$ cat config.mk
export PLATFORM = sky130hd
export DESIGN_NAME = mic_irq_ctrl
export DESIGN_NICKNAME = d
export VERILOG_FILES = /design/src/core/mic_pkg.sv /design/src/core/mic_edge_if.sv /design/src/core/mic_edge_det.sv /design/src/core/mic_irq_ctrl.sv
export VERILOG_INCLUDE_DIRS = /design/src /design/src/core
export SDC_FILE = /design/constraint.sdc
export NUM_CORES = 1
export LEC_CHECK = 0
export ABC_AREA = 1
export BUFFER_PORTS_ARGS = -buffer_cell sky130_fd_sc_hd__buf_2
export CAP_MARGIN = 20
export CORE_MARGIN = 2
export CORE_UTILIZATION = 51
export DETAILED_ROUTE_END_ITERATION = 12
export GPL_TIMING_DRIVEN = 0
export PLACE_DENSITY_LB_ADDON = 0.1
export SLEW_MARGIN = 0
export SYNTH_ARGS = -nofsm -noshare
export SYNTH_HDL_FRONTEND = slang
export SYNTH_SLANG_ARGS = --single-unit
export TNS_END_PERCENT = 100
$ cat constraint.sdc
create_clock -name sys_clk -period 3.9 [get_ports sys_clk]
set_input_delay 0.39 -clock sys_clk [delete_from_list [all_inputs] [get_ports sys_clk]]
set_output_delay 0.39 -clock sys_clk [all_outputs]
set_load 0.02 [all_outputs]
$ cat src/core/mic_map.svh
`ifndef MIC_MAP_SVH
`define MIC_MAP_SVH
// Register addresses (byte addresses on the plain register port)
`define MIC_ADDR_CORE_CTRL   8'h00
`define MIC_ADDR_EDGE_SEL    8'h01
`define MIC_ADDR_PRIM_CTRL1  8'h02
`define MIC_ADDR_PRIM_CTRL2  8'h03
`define MIC_ADDR_SERIAL      8'h04
`define MIC_ADDR_TIMER0      8'h05
`define MIC_ADDR_TIMER1      8'h06
`define MIC_ADDR_TIMER2      8'h07
`define MIC_ADDR_TIMER3      8'h08
`define MIC_ADDR_MISC        8'h09
`define MIC_ADDR_PIN_CFG     8'h0A
// Serial register fields
`define MIC_SER_FLAG_BIT     4
`define MIC_SER_EN_BIT       0
// Timer register fields
`define MIC_TMR_A_FLAG_BIT   5
`define MIC_TMR_P_FLAG_BIT   4
`define MIC_TMR_A_EN_BIT     1
`define MIC_TMR_P_EN_BIT     0
// Misc register: flags 7..4, enables 3..0
`define MIC_MISC_FLAG_LSB    4
`define MIC_MISC_EN_LSB      0
// Edge select codes
`define MIC_EDGE_OFF         2'h0
`define MIC_EDGE_RISE        2'h1
`define MIC_EDGE_FALL        2'h2
`define MIC_EDGE_BOTH        2'h3
// Reset values
`define MIC_RST_REG          8'h00
// Vector table
`define MIC_VEC_BASE         12'h004
`define MIC_VEC_STEP         12'h004
// Number of vectored sources
`define MIC_NUM_VEC          11
`endif

$ cat src/core/mic_pkg.sv
package mic_pkg;
  typedef logic [7:0]  mic_byte_t;
  typedef logic [11:0] mic_pc_t;
  typedef logic [10:0] mic_vec_t;
  typedef enum logic [2:0] {
    MIC_IDLE  = 3'b001,
    MIC_PUSH  = 3'b010,
    MIC_LOAD  = 3'b100
  } mic_state_e;
endpackage

$ cat src/core/mic_edge_if.sv
`timescale 1ns/10ps
interface mic_edge_if;
  logic [3:0] pin_lvl;
  logic [7:0] edge_sel;
  logic [3:0] pin_ok;
  logic [3:0] hit;
  modport det (input pin_lvl, input edge_sel, input pin_ok, output hit);
  modport ctl (output pin_lvl, output edge_sel, output pin_ok, input hit);
endinterface

$ cat src/core/mic_edge_det.sv
`timescale 1ns/10ps
`include "mic_map.svh"
module mic_edge_det (
  // Clock and reset
  input wire logic sys_clk,
  input wire logic rst,
  // Pin levels and settings
  mic_edge_if.det  eif
);
  import mic_pkg::*;

  logic [3:0] prev_ff;

  // Previous pin level for edge compare
  always_ff @(posedge sys_clk or posedge rst) begin
    if (rst) begin
      prev_ff <= 4'h0;
    end else begin
      prev_ff <= eif.pin_lvl;
    end
  end

  // Edge match per pin, pin must be configured as an input
  always_comb begin
    for (int i = 0; i < 4; i++) begin
      case (eif.edge_sel[2*i +: 2])
        `MIC_EDGE_RISE: eif.hit[i] = eif.pin_ok[i] & eif.pin_lvl[i] & ~prev_ff[i];
        `MIC_EDGE_FALL: eif.hit[i] = eif.pin_ok[i] & ~eif.pin_lvl[i] & prev_ff[i];
        `MIC_EDGE_BOTH: eif.hit[i] = eif.pin_ok[i] & (eif.pin_lvl[i] ^ prev_ff[i]);
        default:        eif.hit[i] = 1'b0;
      endcase
    end
  end
endmodule

$ cat src/core/mic_irq_ctrl.sv
`timescale 1ns/10ps
`include "mic_map.svh"
module mic_irq_ctrl (
  // Clock and reset
  input  wire logic           sys_clk,
  input  wire logic           rst,
  // Register port
  input  wire logic [7:0]     reg_addr,
  input  wire logic [7:0]     reg_wdata,
  input  wire logic           reg_wr,
  input  wire logic           reg_rd,
  output logic [7:0]          reg_rdata,
  // External pins and port setup
  input  wire logic [3:0]     ext_pin,
  input  wire logic [3:0]     port_dir_input,
  input  wire logic [3:0]     pull_high_sel,
  output logic [3:0]          pin_pull_en,
  // Peripheral event pulses
  input  wire logic           conv_done_evt,
  input  wire logic           serial_evt,
  input  wire logic [3:0]     compare_a_evt,
  input  wire logic [3:0]     period_evt,
  input  wire logic [1:0]     tick_evt,
  input  wire logic           eeprom_done_evt,
  input  wire logic           low_voltage_evt,
  // Core handshake
  input  wire logic           instr_boundary,
  input  wire logic           return_from_irq_instr,
  input  wire logic           stack_full,
  input  wire mic_pkg::mic_pc_t next_pc,
  output logic                stack_push,
  output mic_pkg::mic_pc_t    push_data,
  output logic                stack_pop,
  output logic                pc_load,
  output mic_pkg::mic_pc_t    pc_vector,
  output logic                wake_up
);
  import mic_pkg::*;

  ////////////////////////////////////////////////////////////////////////
  // Source order by vector: pin0, pin1, grp0, pin2, pin3, conv, grp1..4, serial
  function automatic mic_vec_t pick_first(input mic_vec_t req);
    pick_first = req & (~req + 11'h001);
  endfunction

  function automatic logic [3:0] vec_index(input mic_vec_t one_hot);
    vec_index = 4'h0;
    for (int i = `MIC_NUM_VEC - 1; i >= 0; i--) begin
      if (one_hot[i]) begin
        vec_index = 4'(i);
      end
    end
  endfunction

  function automatic logic is_wr(input logic [7:0] a, input logic [7:0] ref_a, input logic wr);
    is_wr = wr & (a == ref_a);
  endfunction

  ////////////////////////////////////////////////////////////////////////
  // Registers
  logic             global_irq_enable_ff;
  logic [7:0]       pin_edge_select_reg_ff;
  logic [3:0]       pin_irq_flag_ff;
  logic [3:0]       pin_irq_enable_ff;
  logic [3:0]       pin_share_ff;
  logic             conversion_done_flag_ff;
  logic             conversion_done_enable_ff;
  logic             serial_module_flag_ff;
  logic             serial_module_enable_ff;
  logic [4:0]       group_irq_flag_ff;
  logic [4:0]       group_irq_enable_ff;
  logic [3:0]       compare_a_flag_ff;
  logic [3:0]       period_compare_flag_ff;
  logic [3:0]       compare_a_enable_ff;
  logic [3:0]       period_compare_enable_ff;
  logic [3:0]       misc_flag_ff;
  logic [3:0]       misc_enable_ff;
  mic_state_e       state_ff;
  logic [3:0]       svc_idx_ff;
  logic [3:0]       pin_hit;
  logic [4:0]       member_set;
  mic_vec_t         req_vec;
  mic_vec_t         grant;
  mic_vec_t         svc_clr;
  logic             take_irq;

  mic_edge_if eif ();

  assign eif.pin_lvl  = ext_pin;
  assign eif.edge_sel = pin_edge_select_reg_ff;
  assign eif.pin_ok   = pin_irq_enable_ff & pin_share_ff & port_dir_input;

  mic_edge_det u_edge (
    .sys_clk (sys_clk),
    .rst     (rst),
    .eif     (eif)
  );

  assign pin_hit = eif.hit;

  ////////////////////////////////////////////////////////////////////////
  // Request vector, gating and priority
  always_comb begin
    req_vec = {serial_module_flag_ff & serial_module_enable_ff,
               group_irq_flag_ff[4:1] & group_irq_enable_ff[4:1],
               conversion_done_flag_ff & conversion_done_enable_ff,
               pin_irq_flag_ff[3:2] & pin_irq_enable_ff[3:2],
               group_irq_flag_ff[0] & group_irq_enable_ff[0],
               pin_irq_flag_ff[1:0] & pin_irq_enable_ff[1:0]};
  end

  assign grant    = pick_first(req_vec);
  // Stack-full check holds requests pending rather than dropping them
  assign take_irq = (state_ff == MIC_IDLE) & instr_boundary & global_irq_enable_ff
                    & ~stack_full & (|req_vec);
  assign svc_clr  = take_irq ? grant : 11'h000;

  // Member sources feeding each group flag
  always_comb begin
    member_set[0] = (|period_evt[1:0]) | (|compare_a_evt[1:0]);
    member_set[1] = period_evt[2] | compare_a_evt[2];
    member_set[2] = period_evt[3] | compare_a_evt[3];
    member_set[3] = eeprom_done_evt | low_voltage_evt;
    member_set[4] = |tick_evt;
  end

  ////////////////////////////////////////////////////////////////////////
  // Vectoring sequence
  always_ff @(posedge sys_clk or posedge rst) begin
    if (rst) begin
      state_ff   <= MIC_IDLE;
      svc_idx_ff <= 4'h0;
    end else begin
      case (state_ff)
        MIC_IDLE: begin
          if (take_irq) begin
            state_ff   <= MIC_PUSH;
            svc_idx_ff <= vec_index(grant);
          end
        end
        MIC_PUSH: state_ff <= MIC_LOAD;
        MIC_LOAD: state_ff <= MIC_IDLE;
        default:  state_ff <= MIC_IDLE;
      endcase
    end
  end

  // Core strobes, all registered
  always_ff @(posedge sys_clk or posedge rst) begin
    if (rst) begin
      stack_push <= 1'b0;
      push_data  <= 12'h000;
      stack_pop  <= 1'b0;
      pc_load    <= 1'b0;
      pc_vector  <= 12'h000;
    end else begin
      stack_push <= take_irq;
      if (take_irq) begin
        push_data <= next_pc;
      end
      pc_load    <= (state_ff == MIC_PUSH);
      if (state_ff == MIC_PUSH) begin
        pc_vector <= `MIC_VEC_BASE + `MIC_VEC_STEP * {8'h00, svc_idx_ff};
      end
      stack_pop  <= return_from_irq_instr;
    end
  end

  // Wake on any source event; an event whose flag is already set still gives a new wake
  always_ff @(posedge sys_clk or posedge rst) begin
    if (rst) begin
      wake_up <= 1'b0;
    end else begin
      wake_up <= (|pin_hit) | conv_done_evt | serial_evt | (|member_set);
    end
  end

  // Pull-high selection is passed through unaffected by interrupt use
  always_ff @(posedge sys_clk or posedge rst) begin
    if (rst) begin
      pin_pull_en <= 4'h0;
    end else begin
      pin_pull_en <= pull_high_sel;
    end
  end

  ////////////////////////////////////////////////////////////////////////
  // Global enable: software write, cleared on service
  always_ff @(posedge sys_clk or posedge rst) begin
    if (rst) begin
      global_irq_enable_ff <= 1'b0;
    end else if (take_irq) begin
      global_irq_enable_ff <= 1'b0;
    end else if (is_wr(reg_addr, `MIC_ADDR_CORE_CTRL, reg_wr)) begin
      global_irq_enable_ff <= reg_wdata[0];
    end
  end

  // Enables and configuration
  always_ff @(posedge sys_clk or posedge rst) begin
    if (rst) begin
      pin_edge_select_reg_ff    <= `MIC_RST_REG;
      pin_irq_enable_ff         <= 4'h0;
      pin_share_ff              <= 4'h0;
      conversion_done_enable_ff <= 1'b0;
      serial_module_enable_ff   <= 1'b0;
      group_irq_enable_ff       <= 5'h00;
      compare_a_enable_ff       <= 4'h0;
      period_compare_enable_ff  <= 4'h0;
      misc_enable_ff            <= 4'h0;
    end else if (reg_wr) begin
      case (reg_addr)
        `MIC_ADDR_EDGE_SEL: pin_edge_select_reg_ff <= reg_wdata;
        `MIC_ADDR_CORE_CTRL: begin
          group_irq_enable_ff[0] <= reg_wdata[3];
          pin_irq_enable_ff[1:0] <= reg_wdata[2:1];
        end
        `MIC_ADDR_PRIM_CTRL1: begin
          conversion_done_enable_ff <= reg_wdata[3];
          group_irq_enable_ff[3:1]  <= reg_wdata[2:0];
        end
        `MIC_ADDR_PRIM_CTRL2: begin
          group_irq_enable_ff[4] <= reg_wdata[3];
          pin_irq_enable_ff[3:2] <= reg_wdata[2:1];
        end
        `MIC_ADDR_SERIAL: serial_module_enable_ff <= reg_wdata[`MIC_SER_EN_BIT];
        `MIC_ADDR_TIMER0, `MIC_ADDR_TIMER1, `MIC_ADDR_TIMER2, `MIC_ADDR_TIMER3: begin
          compare_a_enable_ff[2'(reg_addr - `MIC_ADDR_TIMER0)] <= reg_wdata[`MIC_TMR_A_EN_BIT];
          period_compare_enable_ff[2'(reg_addr - `MIC_ADDR_TIMER0)] <= reg_wdata[`MIC_TMR_P_EN_BIT];
        end
        `MIC_ADDR_MISC: misc_enable_ff <= reg_wdata[`MIC_MISC_EN_LSB +: 4];
        `MIC_ADDR_PIN_CFG: pin_share_ff <= reg_wdata[3:0];
        default: ;
      endcase
    end
  end

  ////////////////////////////////////////////////////////////////////////
  // Vectored flags: event set beats both service clear and software write
  always_ff @(posedge sys_clk or posedge rst) begin
    if (rst) begin
      pin_irq_flag_ff         <= 4'h0;
      conversion_done_flag_ff <= 1'b0;
      serial_module_flag_ff   <= 1'b0;
      group_irq_flag_ff       <= 5'h00;
    end else begin
      pin_irq_flag_ff <= (pin_irq_flag_ff
        & ~{svc_clr[4:3], svc_clr[1:0]}
        & ~(is_wr(reg_addr, `MIC_ADDR_CORE_CTRL, reg_wr) ? 4'h3 : 4'h0)
        & ~(is_wr(reg_addr, `MIC_ADDR_PRIM_CTRL2, reg_wr) ? 4'hC : 4'h0)
        | (is_wr(reg_addr, `MIC_ADDR_CORE_CTRL, reg_wr) ? {2'b00, reg_wdata[5:4]} : 4'h0)
        | (is_wr(reg_addr, `MIC_ADDR_PRIM_CTRL2, reg_wr) ? {reg_wdata[6:5], 2'b00} : 4'h0))
        | pin_hit;
      if (conv_done_evt) begin
        conversion_done_flag_ff <= 1'b1;
      end else if (svc_clr[5]) begin
        conversion_done_flag_ff <= 1'b0;
      end else if (is_wr(reg_addr, `MIC_ADDR_PRIM_CTRL1, reg_wr)) begin
        conversion_done_flag_ff <= reg_wdata[7];
      end
      if (serial_evt) begin
        serial_module_flag_ff <= 1'b1;
      end else if (svc_clr[10]) begin
        serial_module_flag_ff <= 1'b0;
      end else if (is_wr(reg_addr, `MIC_ADDR_SERIAL, reg_wr)) begin
        serial_module_flag_ff <= reg_wdata[`MIC_SER_FLAG_BIT];
      end
      // Only the group flag is cleared by service; members stay for software
      group_irq_flag_ff <= (group_irq_flag_ff
        & ~{svc_clr[9:6], svc_clr[2]}
        & ~(is_wr(reg_addr, `MIC_ADDR_CORE_CTRL, reg_wr) ? 5'h01 : 5'h00)
        & ~(is_wr(reg_addr, `MIC_ADDR_PRIM_CTRL1, reg_wr) ? 5'h0E : 5'h00)
        & ~(is_wr(reg_addr, `MIC_ADDR_PRIM_CTRL2, reg_wr) ? 5'h10 : 5'h00)
        | (is_wr(reg_addr, `MIC_ADDR_CORE_CTRL, reg_wr) ? {4'h0, reg_wdata[6]} : 5'h00)
        | (is_wr(reg_addr, `MIC_ADDR_PRIM_CTRL1, reg_wr) ? {1'b0, reg_wdata[6:4], 1'b0} : 5'h00)
        | (is_wr(reg_addr, `MIC_ADDR_PRIM_CTRL2, reg_wr) ? {reg_wdata[7], 4'h0} : 5'h00))
        | member_set;
    end
  end

  // Member flags: hardware set, software only clears or posts
  always_ff @(posedge sys_clk or posedge rst) begin
    if (rst) begin
      compare_a_flag_ff      <= 4'h0;
      period_compare_flag_ff <= 4'h0;
      misc_flag_ff           <= 4'h0;
    end else begin
      for (int t = 0; t < 4; t++) begin
        if (compare_a_evt[t]) begin
          compare_a_flag_ff[t] <= 1'b1;
        end else if (is_wr(reg_addr, `MIC_ADDR_TIMER0 + 8'(t), reg_wr)) begin
          compare_a_flag_ff[t] <= reg_wdata[`MIC_TMR_A_FLAG_BIT];
        end
        if (period_evt[t]) begin
          period_compare_flag_ff[t] <= 1'b1;
        end else if (is_wr(reg_addr, `MIC_ADDR_TIMER0 + 8'(t), reg_wr)) begin
          period_compare_flag_ff[t] <= reg_wdata[`MIC_TMR_P_FLAG_BIT];
        end
      end
      misc_flag_ff <= (is_wr(reg_addr, `MIC_ADDR_MISC, reg_wr) ? reg_wdata[`MIC_MISC_FLAG_LSB +: 4] : misc_flag_ff)
                      | {tick_evt[1], tick_evt[0], eeprom_done_evt, low_voltage_evt};
    end
  end

  ////////////////////////////////////////////////////////////////////////
  // Read data, one cycle after the strobe; unmapped reads zero
  always_ff @(posedge sys_clk or posedge rst) begin
    if (rst) begin
      reg_rdata <= 8'h00;
    end else if (reg_rd) begin
      case (reg_addr)
        `MIC_ADDR_CORE_CTRL:  reg_rdata <= {1'b0, group_irq_flag_ff[0], pin_irq_flag_ff[1:0],
                                            group_irq_enable_ff[0], pin_irq_enable_ff[1:0], global_irq_enable_ff};
        `MIC_ADDR_EDGE_SEL:   reg_rdata <= pin_edge_select_reg_ff;
        `MIC_ADDR_PRIM_CTRL1: reg_rdata <= {conversion_done_flag_ff, group_irq_flag_ff[3:1],
                                            conversion_done_enable_ff, group_irq_enable_ff[3:1]};
        `MIC_ADDR_PRIM_CTRL2: reg_rdata <= {group_irq_flag_ff[4], pin_irq_flag_ff[3:2], 1'b0,
                                            group_irq_enable_ff[4], pin_irq_enable_ff[3:2], 1'b0};
        `MIC_ADDR_SERIAL:     reg_rdata <= {3'b000, serial_module_flag_ff, 3'b000, serial_module_enable_ff};
        `MIC_ADDR_TIMER0, `MIC_ADDR_TIMER1, `MIC_ADDR_TIMER2, `MIC_ADDR_TIMER3:
          reg_rdata <= {2'b00, compare_a_flag_ff[2'(reg_addr - `MIC_ADDR_TIMER0)],
                        period_compare_flag_ff[2'(reg_addr - `MIC_ADDR_TIMER0)], 2'b00,
                        compare_a_enable_ff[2'(reg_addr - `MIC_ADDR_TIMER0)],
                        period_compare_enable_ff[2'(reg_addr - `MIC_ADDR_TIMER0)]};
        `MIC_ADDR_MISC:       reg_rdata <= {misc_flag_ff, misc_enable_ff};
        `MIC_ADDR_PIN_CFG:    reg_rdata <= {4'h0, pin_share_ff};
        default:              reg_rdata <= 8'h00;
      endcase
    end else begin
      reg_rdata <= 8'h00;
    end
  end
endmodule

Word-level counts from Yosys, hierarchy flattened
Cells that the tools add are included.
{"block": "totals", "reg_bits": 110}
{"block": "op_classes", "n_eq_ne": 25, "n_bitwise": 85, "n_mux": 67, "magnitude_cmp": 2, "addsub": 3, "n_reduce_logical": 29}
{"op": "4-bit 2-to-1 mux", "count": 16}
{"op": "8-bit case mux with 8 select lines", "count": 1}
{"op": "1-bit bitwise AND", "count": 36}
{"op": "8-bit by 3-bit equality test with 1-bit output (second input constant)", "count": 4}
{"op": "1-bit 2-to-1 mux", "count": 31}
{"op": "4-bit bitwise AND", "count": 6}
{"op": "8-bit by 4-bit equality test with 1-bit output (second input constant)", "count": 3}
{"op": "5-bit bitwise AND", "count": 4}
{"op": "2-bit AND reduction", "count": 9}
{"op": "2-bit nonzero test", "count": 9}
{"op": "2-bit equality test (second input constant)", "count": 8}
{"op": "8-bit by 2-bit equality test with 1-bit output (second input constant)", "count": 2}
{"op": "4-bit OR", "count": 3}
{"op": "1-bit case mux with 3 select lines", "count": 4}
{"op": "11-bit by 1-bit adder with 11-bit output (second input constant)", "count": 1}
{"op": "11-bit bitwise AND", "count": 1}
{"op": "11-bit 2-to-1 mux", "count": 1}
{"op": "11-bit NOT", "count": 1}
{"op": "11-bit OR reduction", "count": 1}
{"op": "5-bit 2-to-1 mux", "count": 2}
{"op": "5-bit NOT", "count": 2}
{"op": "5-bit OR", "count": 2}
{"op": "1-bit NOT", "count": 9}
{"op": "1-bit binary-select mux with 2-bit select", "count": 4}
{"op": "other kinds (31)", "count": 51}

Depth between registers and ports, before layout
Gate-level depths: netlist of the first run.
{"block": "logic_depth", "word_depth": 15, "depth_mapped": 11, "depth_no_buf": 11}

Hierarchy
A second synthesis of the first run with hierarchy kept.
{"block": "unflattened", "cells_unflattened": 657, "area_unflattened_um2": 5241.3}
{"module": "mic_irq_ctrl", "seq_area_each_um2": 2478.6, "area_per_inst_um2": 5027.3, "cells_per_inst": 624, "n_inst": 1}
{"module": "mic_edge_det", "seq_area_each_um2": 100.1, "area_per_inst_um2": 214.0, "cells_per_inst": 33, "n_inst": 1}

Worst setup path after synthesis of the first run
OpenSTA, ideal clock, no wires.
{"block": "synth_timing", "path_kind": "input -> register", "from": "in reg_addr[0]", "to": "reg conversion_done_enable_ff", "path_slack_ns": 2.217, "n_path_buf": 1, "setup_time_ns": 0.127, "cell_stages": 10, "required_time_ns": 3.773, "t_arrival_ns": 1.556, "cell_sequence": "inv_1 > ha_1 > inv_1 > nor2_2 > nand2_1 > inv_2 > nand2_2 > buf_4 > nand2_1 > o21ai_0"}
{"block": "synth_via", "elab_chain_cells": 2}
{"element": "start, declared", "line": "mic_irq_ctrl.sv:8", "text": "input wire logic [7:0] reg_addr,"}
{"element": "8-bit by 2-bit equality test with 1-bit output", "line": "mic_irq_ctrl.sv:212", "text": "case (reg_addr)"}
{"element": "2-bit AND reduction (no source line)"}
{"element": "end signal, assigned", "line": "mic_irq_ctrl.sv:219", "text": "conversion_done_enable_ff <= reg_wdata[3];"}
{"element": "end, declared", "line": "mic_irq_ctrl.sv:67", "text": "logic conversion_done_enable_ff;"}
Every way passes these cells.
A chain may end at the register's enable or synchronous reset.

Worst setup path in the final report of the first run
{"block": "layout_timing", "from": "in reg_addr[0]", "to": "reg pin_share_ff[2]"}
{"block": "layout_via", "elab_chain_cells": 2}
{"element": "8-bit by 4-bit equality test with 1-bit output", "line": "mic_irq_ctrl.sv:212"}
{"element": "2-bit AND reduction (no source line)"}
{"element": "end signal, assigned", "line": "mic_irq_ctrl.sv:232", "text": "`MIC_ADDR_PIN_CFG: pin_share_ff <= reg_wdata[3:0];"}
{"element": "end, declared", "line": "mic_irq_ctrl.sv:65", "text": "logic [3:0] pin_share_ff;"}
Every way passes these cells.

==> impl_metrics.yaml, run 1 <==
status:
  status: "complete, no violations"
logic_synthesis:
  syn_area_per_cell_um2: 8.100
  synth_seq_area_share: 0.5151
  synth_edf_count: 0
  synth_ff_type: "dfrtp_1"
  synth_cell_types: 35
  yosysTopAreaCell: "dfrtp_1"
  synth.top_cell.area_share: 0.5099
  syn_area_um2: 5006
  yosysWarnings: 0
  synth-seq-cells: 103
  async_flop_share: 1.000
  postSynthCellCount: 618
  synth.area.top_cells: "dfrtp_1 51%, nand2_1 13%, o21ai_0 6.1%"
drt:
  vias: 4500
  remaining_drc_errors: 0
  firstDrtPassIters: 5
  avgRoutedWirePerCell_um: 14.48
  wirelength_um: 12560
  routed_via_density: 5.190
  drt_first_iter_violations: 261
  met2_wirelength_um: 6160
  met3WireLength_um: 692
  routed.top_layer: "met4"
  wl_met1_um: 5598
  ant_nets: 0
finish:
  fin_util: 0.6142
  syn_to_final_growth_pct: 18.27
  num-fill-cells: 952
  drive_gt1_frac: 0.2180
  diodes: 0
  fin_nets: 795
cts:
  cts_tree: "built"
  clockRootBuffer: "clkbuf_8"
  cts_setup_buffers: 0
  clockBufferDepth: 2
  h-tree-depth: 3
  cts_hold_buf: 0
  cts.sinks: 103
  clk_pin_slew_worst_paths_ps: 100
  clk_latency_ps: 380
  cts_resized: 0
  cts_made_buffers: 9
critical_path:
  cp_top_family: "simple AND/OR/NAND/NOR gates"
  cp.buffers_inverters: 2
  setup.worst_path.class: "input pin to flip-flop"
  r2r_cells: 8
  crit_slowest_cell: "nor2_1"
  cpMostUsedCell: "nand2_1"
  cp.required_ps: 4150
  startpoint_type: "input pin"
  cp_cell_sequence: "buf_2, inv_1, ha_1, nand3_1, nor2_1, nand2_1, nand2_1, o21ai_0"
  crit_arrival_ps: 2110
  cp_max_fo: 8
  cp-end-kind: "flip-flop"
  slowest_delay_ps: 380
  crit_cells: 8
pwr:
  p_leak_nw: 3.145
  power_density_nw_per_um2: 356.3
  peakVddDrop_v: 0.0003894
  power_mw: 2.109
floorplanning:
  start_util: 0.5193
  rows: 36
  die_w_um: 103.1
  die_area_um2: 10620
  coreArea_um2: 9639
  die_h_um: 103.1
  ios: 101
placed_design:
  place_hpwl_um: 9517
  io_buffer_count: 93
  routabilityCongestion: 0.8658
  place_ws_ps: 1728
sta:
  max_freq_ghz: 0.5381
  setup_ws_ps: 2042
  finalHoldViolations: 0
  period_share: 0.4765
  clock_skew_ps: 11.42
  layout_min_cycle_time_ps: 1858
  drv_slew: 0
  grt_setup_unrepaired: "false"
  final-setup-viol-count: 0
  finalSetupTns_ps: 0
global_routing:
  antenna_found_initial: 0
  grt_pass1_vias: 4173
  grt_start_max_net_pins: 68
  grt_first_pass_wirelength_um: 20280
  track_usage: 0.2500
  overflow: 0
run:
  drv_cap: 0
worst_hold_path:
  hold_path_class: "input pin to async pin"
-- placed cells by master (no fill, tap or decap), types with 5 or more instances in the layout --
master	count
a21oi_1	24
and3_1	5
buf_2	102
buf_4	8
clkbuf_8	10
conb_1	7
dfrtp_1	102
ha_1	5
inv_1	51
inv_2	6
nand2_1	176
nand2_2	6
nand3_1	50
nand4_1	13
nor2_1	50
nor3_1	6
o21ai_0	61
o21ai_1	9
-- synth_stat cells, types with 2 or more instances --
master and n:
nor2_2 4, nand2_4 2, clkbuf_1 3, o21ai_0 61, a21oi_1 24, nor2_1 50, buf_2 9, nand3b_1 4
a211o_2 2, inv_1 52, or2_2 2, o21ai_1 9, ha_1 5, nand4_1 13, a211o_1 2, buf_4 8
nand2_1 176, nor2_4 3, dfrtp_1 102, nand2_2 6, nor3_1 6, buf_6 3, nand3_1 50, nand3_2 2
inv_2 6, and3_1 5
-- state kept, by name (all words and copies together) (netlist names), 5 cells and up --
signal / count
group_irq_enable_ff: 5
pc_vector: 5
group_irq_flag_ff: 5
reg_rdata: 8
eif.edge_sel: 8
push_data: 12
-- where the power goes --
part / internal (mW) / switching [mW] / leakage (nW)
combinational: 0.0758 / 0.143 / 1.73
clock: 0.387 / 0.377 / 0.116
sequential: 1.10 / 0.0252 / 1.30
total: 1.56 / 0.545 / 3.15
-- layout make-up --
class / instances / area, um2 / share of cell area
Sequential cell: 103 / 2579 / 0.4355
Multi-Input combinational cell: 440 / 2082 / 0.3516
Timing Repair Buffer: 94 / 493.0 / 0.08326
Inverter: 58 / 220.2 / 0.03719
Tap cell: 133 / 166.4 / 0.02811
Buffer: 23 / 150.1 / 0.02536
Clock buffer: 11 / 141.4 / 0.02388
Clock inverter: 5 / 88.84 / 0.01500
-- through the flow --
step	cell area [um2]	hold WS, ps	cells
CTS	5921	39.54	867
global placement	5660	437.1	850
floorplan	5029	421.4	624
global route	5921	73.85	867
detailed placement	5690	450.9	851
finish	5921	36.82	867
-- worst register-to-register path: stages, from the launching register on --
cell and delay [ps]:
dfstp_2 550, nand3b_1 80, nor3_1 320, nand2_2 190
inv_2 110, buf_2 220, nand2_1 80, nand3_1 70
nand2_1 50
-- metal layers --
metal | vias up | track usage
li1 | 2215 | -
met1 | 2147 | 0.3395
met2 | 130 | 0.4181
met3 | 8 | 0.05220
met4 | 0 | 0.05162
met5 | - | 0
-- kinds of logic after synthesis --
kind of cell	after synthesis	share of synthesized area
and+or+nand+nor	323	0.2842
AOI/OAI and AO/OA	102	0.1082
other	1	0.0007491
buffers and inverters	81	0.07348
xor gates and xnor gates	2	0.003500
DFF	103	0.5151
adders and majority gates	5	0.01250
muxes	1	0.002249
-- worst paths after layout --
check / startpoint / slack (ps) / end
hold reg to reg: state_ff[2] / 470 / pc_load
setup / recovery: reg_addr[0] / 2040 / pin_share_ff[2]
hold / removal: rst / 40 / pin_pull_en[1]
setup reg to reg: state_ff[0] / 2140 / group_irq_flag_ff[3]
max in group asynchronous: rst / 3140 / state_ff[0]
min in group sys_clk: pull_high_sel[1] / 110 / pin_pull_en[1]
Power figures use the tool's default switching activity.
==> run 2, diff against run 1 <==
--- a/config.mk
+++ b/config.mk
@@ -6,11 +6,11 @@
 export SDC_FILE = /design/constraint.sdc
 export NUM_CORES = 1
 export LEC_CHECK = 0
-export ABC_AREA = 1
+export ABC_AREA = 0
 export BUFFER_PORTS_ARGS = -buffer_cell sky130_fd_sc_hd__buf_2
 export CAP_MARGIN = 20
 export CORE_MARGIN = 2
-export CORE_UTILIZATION = 51
+export CORE_UTILIZATION = 50
 export DETAILED_ROUTE_END_ITERATION = 12
 export GPL_TIMING_DRIVEN = 0
 export PLACE_DENSITY_LB_ADDON = 0.1
==> constraint.sdc (replaced) <==
create_clock -name sys_clk -period 1.6 [get_ports sys_clk]
set_input_delay 0.16 -clock sys_clk [delete_from_list [all_inputs] [get_ports sys_clk]]
set_output_delay 0.16 -clock sys_clk [all_outputs]
set_load 0.02 [all_outputs]
==> impl_metrics.yaml, run 2 <==
logic_synthesis:
  yosysWarnings: 0
  synth-seq-cells: 103
  synth.area.top_cells: "dfrtp_1 52%, mux2_2 8.3%, nand2_1 7.0%"
  netlist_top_cells_count: "102 x dfrtp_1, 91 x nand2_1, 36 x mux2_2, 20 x nand3_1"
  synth.top_cell.area_share: 0.5205
  synth_ff_type: "dfrtp_1"
  yosysMostFrequentCell: "dfrtp_1"
  yosysTopAreaCell: "dfrtp_1"
  synth_cell_types: 55
  syn_area_um2: 4903
  synth_edf_count: 0
  syn_area_per_cell_um2: 10.41
  async_flop_share: 1.000
  synth_seq_area_share: 0.5259
  postSynthCellCount: 471
finish:
  fin_util: 0.6902
  drive_gt1_frac: 0.3807
  largest-register: "push_data"
  register_area_um2: 2585
  final_common_cell: "dfrtp_1"
  largest_reg_flops: 12
  final_cell_mix: "97 x dfrtp_1, 89 x buf_2, 75 x nand2_1, 29 x dlygate4sd3_1, 26 x buf_4"
  syn_to_final_growth_pct: 35.67
  fin_nets: 694
  num-fill-cells: 804
  diodes: 0
  multi_input_area_um2: 2426
  fin_cells: 766
critical_path:
  r2r_cells: 7
  critPathLaunch: "pin_irq_enable_ff[3]"
  cp-end-kind: "flip-flop"
  cp_max_fo: 7
  startpoint_type: "flip-flop"
  crit_arrival_ps: 2250
  timing.rr.end: "push_data[7]"
  setup.worst_path.class: "flip-flop to flip-flop"
  r2r_slack_ps: -330
  reg2reg_from: "pin_irq_enable_ff[3]"
  cp.required_ps: 1920
  critPathCapture: "push_data[7]"
global_routing:
  overflow: 0
  track_usage: 0.2710
  grt_first_pass_wirelength_um: 21510
  antenna_found_initial: 0
  grt_start_max_net_pins: 45
  grt_pass1_vias: 4228
worst_hold_path:
  hold_path_class: "input pin to flip-flop"
  min_delay_path_depth: 2
  hp-start: "tick_evt[0]"
floorplanning:
  die_w_um: 103.0
  start_util: 0.5087
  die_area_um2: 10620
  coreArea_um2: 9639
  rows: 36
  ios: 101
  die_h_um: 103.0
drt:
  ant_nets: 0
  firstDrtPassIters: 5
  vias: 4356
  drt_first_iter_violations: 317
  wirelength_um: 13950
  remaining_drc_errors: 0
  avgRoutedWirePerCell_um: 18.20
  routed_via_density: 5.687
placed_design:
  routabilityCongestion: 0.8835
  place_hpwl_um: 9545
  io_buffer_count: 88
  dp_cells: 700
sta:
  layout_min_cycle_time_ps: 1929
  hold_slack_ps: 21.05
  drv_slew: 0
  tightestPinTransition_ps: 717.1
  grt_setup_unrepaired: "true"
  final-setup-viol-count: 26
  setup_ws_ps: -328.5
  clock_skew_ps: 11.40
  period_share: 1.205
  finalHoldViolations: 0
  slew_headroom: 0.5183
  max_freq_ghz: 0.5185
pwr:
  power_mw: 5.368
  power_frac_comb: 0.160
  peakVddDrop_v: 0.0004025
  seqPwrFrac: 0.525
  internal_power_mw: 3.868
  p_leak_nw: 3.055
  p_clk_frac: 0.316
  power_density_nw_per_um2: 806.9
  switchingPower_mw: 1.500
  p_sw_frac: 0.2795
status:
  status: "finished, violations left"
  violations: "setup timing"
cts:
  clk_pin_slew_worst_paths_ps: 100
  clockRootBuffer: "clkbuf_8"
  clockBufferDepth: 2
  clk_latency_ps: 380
  cts_tree: "built"
  cts_made_buffers: 9
  cts.sinks: 103
  h-tree-depth: 3
run:
  drv_cap: 0
## run 2: changes by cell type after synthesis, sizes merged, moves of 8 or more
cell    delta
a22oi      +8
clkbuf    +16
inv       -49
mux2      +35
nand2     -93
nand3     -32
nand3b    +11
nor2      -37
nor2b      +9
o21ai     -50
## run 2: timing repair
item,CTS,global route
gates resized for setup,28,27
hold buffers,28,1
endpoints found under the hold margin,43,1
setup endpoints to repair,44,42
cloned,1,0
buffers inserted,17,4
pin swaps,15,20
## run 2: routing by layer
layer / part of all wire / routed length (um) / GRT usage
met5: 0 / 0 / 0
met4: 0.026 / 362 / 0.1093
met3: 0.067 / 936 / 0.04881
met2: 0.48 / 6658 / 0.4316
met1: 0.43 / 5987 / 0.3695
## run 2: critical path: stages (launching register included)
cell	delay [ps]
dfrtp_2	450
a22o_4	260
or4_4	560
o21ai_4	190
buf_6	170
buf_12	110
nand2_1	60
nand2_1	60
## run 2: worst min-delay path by stage
stage | end | slack (ps)
final | misc_flag_ff[2] | 20
after global routing | misc_flag_ff[2] | 20
after CTS | push_data[5] | 4
after detailed placement | pin_pull_en[2] | 200
after global placement | pin_pull_en[2] | 270
after floorplan | pin_pull_en[0] | 190
## run 2: per-stage QoR
step,TNS (ps),instance area [um2],setup slack (ps)
finish,-6952,6653,-328.5
global route,-8169,6653,-358.9
CTS,-6032,6553,-285.2
detailed placement,-29190,5818,-600.3
global placement,-71330,5778,-579.7
floorplan,-5230,5171,-215.4
## run 2: logic make-up after synthesis
group                    Yosys count  synth area share
AND/OR/NAND/NOR                  190            0.1939
flip-flops                       103            0.5259
AO/OA/AOI/OAI                     88            0.1217
multiplexers                      41            0.1031
buffers and inverters             41           0.03828
adder cells (fa/ha/maj)            5           0.01276
XOR/XNOR                           2          0.003573
other                              1         0.0007648
## run 2: cell type report
| class | instances | share of cell area |
|---|---|---|
| Sequential cell | 103 | 0.3886 |
| Multi-Input combinational cell | 333 | 0.3647 |
| Timing Repair Buffer | 140 | 0.1443 |
| Buffer | 32 | 0.03987 |
| Tap cell | 133 | 0.02501 |
| Clock buffer | 10 | 0.02069 |
| Clock inverter | 6 | 0.01016 |
| Inverter | 9 | 0.006771 |
## run 2: power by group through the flow
stage / clock (mW) / sequential [mW] / combinational, mW
3_3_place_gp: 0 / 2.86 / 0.692
5_1_grt: 1.83 / 2.83 / 0.932
4_1_cts: 1.74 / 2.81 / 0.821
3_5_place_dp: 0 / 2.87 / 0.715
6_report: 1.69 / 2.82 / 0.858
2_1_floorplan: 0 / 2.92 / 0.379
